===== src/pkg/sioc_pkg.sv =====
// sioc_pkg: constants for the short i/o location and clock gating block
// assumes a 16-bit register port and a single master clock domain
package sioc_pkg;

  // register port geometry
  localparam int ADDR_W = 8;
  localparam int DATA_W = 16;

  // register indices on the plain register port
  localparam logic [ADDR_W-1:0] ADDR_PCE      = 8'h0c;  // peripheral clock enables
  localparam logic [ADDR_W-1:0] ADDR_LOC_HIGH = 8'h0d;  // short i/o location high
  localparam logic [ADDR_W-1:0] ADDR_LOC_LOW  = 8'h0e;  // short i/o location low
  localparam logic [ADDR_W-1:0] ADDR_CLK_CTRL = 8'h0f;  // clock output / emulation controls
  localparam logic [ADDR_W-1:0] ADDR_STATUS   = 8'h10;  // power mode and debug state

  // field layout
  localparam int PCE_PWM_A_BIT    = 0;
  localparam int LOC_HIGH_W       = 2;   // address bits 23..22
  localparam int LOC_LOW_W        = 16;  // address bits 21..6
  localparam int SHORT_OFFSET_W   = 6;   // bits supplied by the instruction
  localparam int SHORT_ADDR_W     = LOC_HIGH_W + LOC_LOW_W + SHORT_OFFSET_W;
  localparam int CTRL_CLKOUT_DIS  = 0;
  localparam int CTRL_EMU_EN      = 1;

  // reset values
  localparam logic [DATA_W-1:0]     PCE_RESET       = 16'hffff;
  localparam logic [LOC_HIGH_W-1:0] LOC_HIGH_RESET  = 2'h3;      // top of memory
  localparam logic [LOC_LOW_W-1:0]  LOC_LOW_RESET   = 16'hffff;  // top of memory
  localparam logic [DATA_W-1:0]     LOC_HIGH_UPPER  = 16'hfffc;  // upper bits read as one
  localparam logic [1:0]            CLK_CTRL_RESET  = 2'h0;
  localparam logic [DATA_W-1:0]     READ_ZERO       = 16'h0000;

  // clocking figures
  localparam int MASTER_CLK_MAX_MHZ = 120;
  localparam int SYS_CLK_DIVIDE     = 2;
  localparam int SYS_CLK_MAX_MHZ    = MASTER_CLK_MAX_MHZ / SYS_CLK_DIVIDE;

  // delay from a location write to its use by short i/o accesses, in cycles
  localparam int SHORT_IO_DELAY_CYCLES = 3;

  // gated clock outputs of the divider
  localparam int NUM_CLK   = 5;
  localparam int CLK_CORE  = 0;
  localparam int CLK_PERI  = 1;
  localparam int CLK_PWM_A = 2;
  localparam int CLK_EMU   = 3;
  localparam int CLK_OUT   = 4;

  // power modes
  typedef enum logic [1:0] {
    SIOC_RUN  = 2'b00,
    SIOC_WAIT = 2'b01,
    SIOC_STOP = 2'b10
  } sioc_mode_e;

endpackage


===== src/logic/sioc_clk_div.sv =====
// sioc_clk_div: halves the master clock and gates each derived clock by its enable
// assumes enables come from logic on the same master clock
`timescale 1ns/1ns
module sioc_clk_div
  import sioc_pkg::*;
#(
  parameter int N = NUM_CLK
) (
  input  wire logic         clk,       // master clock
  input  wire logic         sys_rst,   // async reset, active high
  input  wire logic [N-1:0] clk_en,    // per-clock run enables
  output logic      [N-1:0] clk_gated  // half-rate gated clocks
);

  logic         phase;
  logic         next_phase;
  logic [N-1:0] next_clk_gated;

  // divide by two: phase toggles on every rising master edge
  always_comb begin
    next_phase = ~phase;
  end

  always_ff @(posedge clk or posedge sys_rst) begin
    if (sys_rst) begin
      phase <= 1'b0;
    end else begin
      phase <= next_phase;
    end
  end

  // enables are looked at only when a clock is about to rise, so a
  // change never clips a high phase short (no runt pulses)
  for (genvar i = 0; i < N; i++) begin : g_gate
    always_comb begin
      next_clk_gated[i] = phase ? 1'b0 : clk_en[i];
    end

    always_ff @(posedge clk or posedge sys_rst) begin
      if (sys_rst) begin
        clk_gated[i] <= 1'b0;
      end else begin
        clk_gated[i] <= next_clk_gated[i];
      end
    end
  end

endmodule


===== src/logic/sioc_top.sv =====
// sioc_top: short i/o location registers, peripheral clock enables and power modes
// assumes a core on clk that issues stop/wait requests and short i/o offsets
`timescale 1ns/1ns
module sioc_top
  import sioc_pkg::*;
#(
  parameter int PIPE_STAGES = SHORT_IO_DELAY_CYCLES - 1
) (
  input  wire logic                      clk,              // master clock, up to 120 mhz
  input  wire logic                      sys_rst,          // async reset, active high
  input  wire logic [ADDR_W-1:0]         reg_addr,         // register index
  input  wire logic [DATA_W-1:0]         reg_wdata,        // write data
  input  wire logic                      reg_wr,           // write strobe
  input  wire logic                      reg_rd,           // read strobe
  output logic      [DATA_W-1:0]         reg_rdata,        // read data, cycle after strobe
  input  wire logic                      short_io_valid,   // short i/o access request
  input  wire logic [SHORT_OFFSET_W-1:0] short_io_offset,  // low address bits from opcode
  output logic      [SHORT_ADDR_W-1:0]   short_io_address, // full 24-bit address
  output logic                           short_io_strobe,  // address valid pulse
  input  wire logic                      external_mode_bit,// from operating mode register
  output logic                           debug_access_block,// debug port barred from emu regs
  input  wire logic                      stop_req,         // core executed stop
  input  wire logic                      wait_req,         // core executed wait
  input  wire logic                      periph_irq,       // unmasked peripheral interrupt
  input  wire logic                      watchdog_reset,   // watchdog reset request
  input  wire logic                      can_rx_pin,       // can receive activity, async
  input  wire logic                      nonclocked_irq,   // non-clocked interrupt, async
  output logic                           core_clk,         // core and memory clock
  output logic                           periph_clk,       // peripheral bus clock
  output logic                           pwm_a_clk,        // pwm a peripheral clock
  output logic                           emu_clk,          // emulation clock
  output logic                           clk_out           // clock output pin
);

  // register state
  logic [DATA_W-1:0]     pce;
  logic [DATA_W-1:0]     next_pce;
  logic [LOC_HIGH_W-1:0] loc_high;
  logic [LOC_HIGH_W-1:0] next_loc_high;
  logic [LOC_LOW_W-1:0]  loc_low;
  logic [LOC_LOW_W-1:0]  next_loc_low;
  logic [1:0]            clk_ctrl;
  logic [1:0]            next_clk_ctrl;
  logic [DATA_W-1:0]     next_reg_rdata;

  // short i/o pipeline state
  localparam int LOC_W = LOC_HIGH_W + LOC_LOW_W;
  logic [LOC_W-1:0]        loc_pipe [PIPE_STAGES];
  logic [LOC_W-1:0]        next_loc_pipe [PIPE_STAGES];
  logic [LOC_W-1:0]        loc_eff;
  logic [SHORT_ADDR_W-1:0] next_short_io_address;
  logic                    next_short_io_strobe;
  logic                    next_debug_access_block;

  // power mode state
  sioc_mode_e mode;
  sioc_mode_e next_mode;
  logic       can_meta;
  logic       can_sync;
  logic       nci_meta;
  logic       nci_sync;
  logic       can_prev;
  logic       next_can_prev;
  logic       stop_wake;
  logic [NUM_CLK-1:0] clk_en;
  logic [NUM_CLK-1:0] clk_gated;

  // register writes; the pair only stores what software writes
  always_comb begin
    next_pce      = pce;
    next_loc_high = loc_high;
    next_loc_low  = loc_low;
    next_clk_ctrl = clk_ctrl;
    if (reg_wr) begin
      case (reg_addr)
        ADDR_PCE: begin
          next_pce = reg_wdata;
        end
        ADDR_LOC_HIGH: begin
          next_loc_high = reg_wdata[LOC_HIGH_W-1:0];
        end
        ADDR_LOC_LOW: begin
          next_loc_low = reg_wdata[LOC_LOW_W-1:0];
        end
        ADDR_CLK_CTRL: begin
          next_clk_ctrl = reg_wdata[1:0];
        end
        default: begin
          next_pce = pce;
        end
      endcase
    end
  end

  always_ff @(posedge clk or posedge sys_rst) begin
    if (sys_rst) begin
      pce      <= PCE_RESET;
      loc_high <= LOC_HIGH_RESET;
      loc_low  <= LOC_LOW_RESET;
      clk_ctrl <= CLK_CTRL_RESET;
    end else begin
      pce      <= next_pce;
      loc_high <= next_loc_high;
      loc_low  <= next_loc_low;
      clk_ctrl <= next_clk_ctrl;
    end
  end

  // read mux, registered so data stands in the cycle after the strobe
  always_comb begin
    next_reg_rdata = READ_ZERO;
    if (reg_rd) begin
      case (reg_addr)
        ADDR_PCE: begin
          next_reg_rdata = pce;
        end
        ADDR_LOC_HIGH: begin
          next_reg_rdata = LOC_HIGH_UPPER | {{(DATA_W-LOC_HIGH_W){1'b0}}, loc_high};
        end
        ADDR_LOC_LOW: begin
          next_reg_rdata = loc_low;
        end
        ADDR_CLK_CTRL: begin
          next_reg_rdata = {{(DATA_W-2){1'b0}}, clk_ctrl};
        end
        ADDR_STATUS: begin
          next_reg_rdata = {{(DATA_W-3){1'b0}}, debug_access_block, mode};
        end
        default: begin
          next_reg_rdata = READ_ZERO;
        end
      endcase
    end
  end

  always_ff @(posedge clk or posedge sys_rst) begin
    if (sys_rst) begin
      reg_rdata <= READ_ZERO;
    end else begin
      reg_rdata <= next_reg_rdata;
    end
  end

  // write-to-use delay
  // the stored pair is seen one cycle after the write, the pipe adds the rest;
  // software that reads back sees the new value earlier than accesses do
  for (genvar s = 0; s < PIPE_STAGES; s++) begin : g_pipe
    // the head stage loads the stored pair; no stage ever indexes below zero
    if (s == 0) begin : g_head
      always_comb begin
        next_loc_pipe[s] = {loc_high, loc_low};
      end
    end else begin : g_tail
      always_comb begin
        next_loc_pipe[s] = loc_pipe[s-1];
      end
    end

    always_ff @(posedge clk or posedge sys_rst) begin
      if (sys_rst) begin
        loc_pipe[s] <= {LOC_HIGH_RESET, LOC_LOW_RESET};
      end else begin
        loc_pipe[s] <= next_loc_pipe[s];
      end
    end
  end

  assign loc_eff = loc_pipe[PIPE_STAGES-1];

  always_comb begin
    next_short_io_address   = short_io_address;
    next_short_io_strobe    = short_io_valid;
    next_debug_access_block = external_mode_bit &&
                              (loc_eff != {LOC_HIGH_RESET, LOC_LOW_RESET});
    if (short_io_valid) begin
      next_short_io_address = {loc_eff, short_io_offset};
    end
  end

  always_ff @(posedge clk or posedge sys_rst) begin
    if (sys_rst) begin
      short_io_address   <= {SHORT_ADDR_W{1'b0}};
      short_io_strobe    <= 1'b0;
      debug_access_block <= 1'b0;
    end else begin
      short_io_address   <= next_short_io_address;
      short_io_strobe    <= next_short_io_strobe;
      debug_access_block <= next_debug_access_block;
    end
  end

  // two-flop synchronisers for the asynchronous wake pins
  always_ff @(posedge clk or posedge sys_rst) begin
    if (sys_rst) begin
      can_meta <= 1'b0;
      can_sync <= 1'b0;
      nci_meta <= 1'b0;
      nci_sync <= 1'b0;
    end else begin
      can_meta <= can_rx_pin;
      can_sync <= can_meta;
      nci_meta <= nonclocked_irq;
      nci_sync <= nci_meta;
    end
  end

  // stop wake sources
  // can activity is a bit edge; the message in flight is lost since the
  // peripheral clock was off when it began
  always_comb begin
    next_can_prev = can_sync;
    stop_wake     = (can_sync ^ can_prev) | nci_sync | watchdog_reset;
  end

  always_comb begin
    next_mode = mode;
    case (mode)
      SIOC_RUN: begin
        if (stop_req) begin
          next_mode = SIOC_STOP;
        end else if (wait_req) begin
          next_mode = SIOC_WAIT;
        end
      end
      SIOC_WAIT: begin
        if (periph_irq || watchdog_reset) begin
          next_mode = SIOC_RUN;
        end
      end
      SIOC_STOP: begin
        if (stop_wake) begin
          next_mode = SIOC_RUN;
        end
      end
      default: begin
        next_mode = SIOC_RUN;
      end
    endcase
  end

  always_ff @(posedge clk or posedge sys_rst) begin
    if (sys_rst) begin
      mode     <= SIOC_RUN;
      can_prev <= 1'b0;
    end else begin
      mode     <= next_mode;
      can_prev <= next_can_prev;
    end
  end

  always_comb begin
    clk_en            = {NUM_CLK{1'b0}};
    clk_en[CLK_CORE]  = (mode == SIOC_RUN);
    clk_en[CLK_PERI]  = (mode != SIOC_STOP);
    clk_en[CLK_PWM_A] = (mode != SIOC_STOP) && pce[PCE_PWM_A_BIT];
    clk_en[CLK_EMU]   = clk_ctrl[CTRL_EMU_EN] && (mode == SIOC_RUN);
    clk_en[CLK_OUT]   = !clk_ctrl[CTRL_CLKOUT_DIS] && (mode != SIOC_STOP);
  end

  sioc_clk_div #(
    .N (NUM_CLK)
  ) u_clk_div (
    .clk       (clk),
    .sys_rst   (sys_rst),
    .clk_en    (clk_en),
    .clk_gated (clk_gated)
  );

  assign core_clk   = clk_gated[CLK_CORE];
  assign periph_clk = clk_gated[CLK_PERI];
  assign pwm_a_clk  = clk_gated[CLK_PWM_A];
  assign emu_clk    = clk_gated[CLK_EMU];
  assign clk_out    = clk_gated[CLK_OUT];

endmodule


===== config.mk =====
export PLATFORM = sky130hd
export DESIGN_NAME = sioc_top
export DESIGN_NICKNAME = d
export VERILOG_FILES = /design/src/pkg/sioc_pkg.sv /design/src/logic/sioc_clk_div.sv /design/src/logic/sioc_top.sv
export SDC_FILE = /design/constraint.sdc
export NUM_CORES = 1
export LEC_CHECK = 0
export BUFFER_PORTS_ARGS = -buffer_cell sky130_fd_sc_hd__buf_2
export CORE_AREA = 3 3 93 95
export CTS_CLUSTER_DIAMETER = 60
export DETAILED_ROUTE_END_ITERATION = 12
export DIE_AREA = 0 0 96 98
export PLACE_DENSITY = 0.94
export SLEW_MARGIN = 0
export SYNTH_ARGS = -nofsm -noshare
export SYNTH_HDL_FRONTEND = slang
export SYNTH_SLANG_ARGS = --single-unit

===== constraint.sdc =====
create_clock -name clk -period 7.9 [get_ports clk]
set_input_delay 0.79 -clock clk [delete_from_list [all_inputs] [get_ports clk]]
set_output_delay 0.79 -clock clk [all_outputs]
set_load 0.01 [all_outputs]

==> results.md <==
- # resized after CTS: 0
- Post-Synthesis Cells: between 200 and 300
- Syn Nets: approximately 320
- Clk_skew: between 0.006 and 0.007 ns
- Sequential area share after synthesis: ~70%
- CTS H-Tree Depth: 4
- Placed cells: between 400 and 500
- Worst slew margin: 38.4%
- Worst hold margin: between 0.3 and 0.4 ns
- Final Cycle Share: between 20% and 30%
- GRT Util Overall: between 20% and 30%
- Warning count from the yosys run: 0
- Vias: roughly 2800
- Initial Utilization: between 50% and 60%
- DRT antenna net count: 0
- CTS max path bufs: 2
- Mapped cell area: 0.00459 mm²
- DRT iter0 DRCs: 200
- Grt ovf: 0
- First-pass GRT wire length: 16.0 mm
- Critical Path RT: roughly 8.3 ns
- Worst hold path class: input pin to asynchronous set/reset pin
- Sw power: around 360 µW
- Root Buffer Master: clkbuf_8
- Hold-fix buffers at CTS: 0
- Final count of hold timing violations: 0
- Largest net degree at the start of global routing: 74
- Power per cell area: 285 mW/mm²
- Placement Setup Slack: 5.21 ns
- Final setup margin: 5.66 ns
- CTS tree: built
- Post-DP HPWL: ~6 mm
- Crit path kind: input pin to flop
- Max VDD drop: around 190 µV
- CTS Sinks: around 130
- FFs w/ async S/R, synth: between 90% and 100%
- Crit. End Element: flop
- Port bufs: slightly below 90
- Synth Flop Type: dfstp_2
- Yosys cell types: 33
- Arr. time, crit path: 2.67 ns
- Top cells by area, synth: dfstp_2, dfrtp_1, mux2_2
- Slowest cell on the critical path: and3_1
- Area Overhead vs Synth: 24.9%
- Crit-path cells: buf_2 > and4bb_1 > and3_1 > nand2_4 > mux2_4
- DR pass1 iterations: 4
- CP startpoint: reg_addr[4]
- Buf/Inv on CP: 1
- Cell taking the most area after synthesis: dfstp_2
- Least-Margin Pin Slew: just over 0.9 ns
- Area share of the largest cell type after synthesis: about two fifths
- Vias in the first global route: between 2000 and 3000
- Die height: ~98 µm
- CP max stage delay: 0.63 ns
- Switching share of total power: 22.0%
- Cts bufs inserted: 17
- CP Launch Type: input pin
- Vias per cell: 5.64
- Placement row count: 32
- Most numerous cell in the Yosys netlist: dfstp_2
- Number of synthesized register bits: about 130
- Clock power frac: 51.7%
- Core Area: slightly below 0.008 mm²
- Status: finished, final reports clean
- Max-cap violations: 0
- Layout cell share with drive strength beyond 1: roughly 66%
- Final nets: roughly 420
- Total negative slack: 0 ns
- Worst r2r src: loc_eff[3]$_DFF_PP1_
- Sequential share of power: between 40% and 50%
- GP Congestion: around 0.84
- Pins Over Slew Limit: 0
- RSZ-0062 raised after global routing: no
- Clock Latency Late Sink: 0.52 ns
- Fin crit period: approximately 2.2 ns
- Post-route DRC: 0
- Postcts setup bufs: 0
- Detailed Route WL: between 10 and 15 mm
- Fmax: 0.447 GHz
- Initial antenna violation count: 1
- CP Max Fanout: 16
- Ant. Diodes: 0
- Most frequent cells after synthesis: dfstp_2, dfrtp_1, mux2_2, a22oi_1, a21oi_1
- Final setup fails: 0
- Die area: between 0.009 and 0.01 mm²
- Num ports: ~90
- Chip Width: approximately 96 µm
- Wire per inst: between 20 and 25 µm
- Logic pwr share: 4.6%
- Cell family with most CP delay: simple AND/OR/NAND/NOR gates
- Fin cells: 492
- Post-synth EDFFs: 0
- Worst-path clk slew: 0.06 ns
- Leak pwr: about 0.0027 µW
- Mean Syn Cell Area: 16.3 µm²
- Power Internal: ~1300 µW
-- registers in the layout, indices dropped and copies added, names as in the netlist --
register	count
short_io_address	24
loc_eff	18
loc_pipe	18
loc_low	16
pce	16
reg_rdata	16
u_clk_div.clk_gated	5
clk_ctrl	2
loc_high	2
mode	2
can_meta	1
can_prev	1
can_sync	1
debug_access_block	1
nci_meta	1
nci_sync	1
short_io_strobe	1
u_clk_div.phase	1
-- final cells by class --
cell class,instances,area (µm²)
Tap cell,102,128
Inverter,4,17.5
Fill cell,453,2070
Clock buffer,19,453
Multi-Input combinational cell,138,1220
Clock inverter,13,198
Sequential cell,127,3270
Timing Repair Buffer,89,448
-- path summary, 6_finish.rpt --
kind / endpoint / slack, ns / cells after the start
max: pce[7]$_DFFE_PP1P_ / 5.66 / 5
min: short_io_address[0]$_DFFE_PP0P_ / 0.35 / 2
max reg2reg: debug_access_block$_DFF_PP0_ / 6.43 / 3
min reg2reg: nci_sync$_DFF_PP0_ / 0.35 / 0
max in group asynchronous: reg_rdata[12]$_DFF_PP0_ / 6.26 / 3
min in group clk: nci_sync$_DFF_PP0_ / 0.35 / 0
-- through the flow --
step                      power (µW)  utilization, %  instance area [µm²]
after CTS                       1650            73.4                 5730
after floorplan                  760               -                 4590
final                           1640            73.4                 5730
after detailed placement         798            65.1                 5080
after global placement           792            65.1                 5080
after global routing            1680            73.4                 5730
-- cell families after synthesis --
family / share of synthesized area [%]
muxes: 16.2
AOI/OAI and AO/OA: 5.64
buffers and inverters: 2.18
DFF: 71.2
xor gates and xnor gates: 0.191
and+or+nand+nor: 4.58
-- cell usage in the layout, fill, tap and decap left out, drive strengths merged --
cell type,Yosys,layout
buf,9,89
dfstp,70,70
mux2,62,62
dfrtp,57,57
clkbuf,4,19
a22oi,18,18
a21oi,15,15
nor2,10,10
inv,4,9
nand4,6,6
nand2,5,5
bufinv,0,4
clkinv,0,3
nand3,3,3
nor2b,2,2
o22a,2,2
and2,2,2
nor3,2,2
and4bb,1,1
and3,1,1
and4,1,1
nor4b,1,1
a21o,1,1
o21ai,1,1
a2111o,1,1
or4,1,1
o21a,1,1
xor2,1,1
mux2i,1,1
clkinvlp,0,1
-- power groups by stage --
stage / Sequential, µW / Combinational, µW / Clock (µW)
after floorplan: 723 / 37.0 / 0
after global placement: 721 / 70.8 / 0
after detailed placement: 724 / 74.1 / 0
after CTS: 715 / 75.8 / 856
after global routing: 718 / 82.0 / 884
final: 715 / 74.6 / 846
-- routing by layer --
| layer | GRT usage (%) | up-vias | wire length, µm |
|---|---|---|---|
| li1 | - | 1202 | - |
| met1 | 29.4 | 1433 | 4030 |
| met2 | 37.2 | 115 | 5210 |
| met3 | 6.24 | 24 | 600 |
| met4 | 10.9 | 2 | 259 |
| met5 | 0 | - | 20 |
(Power assumes the default switching activity.)
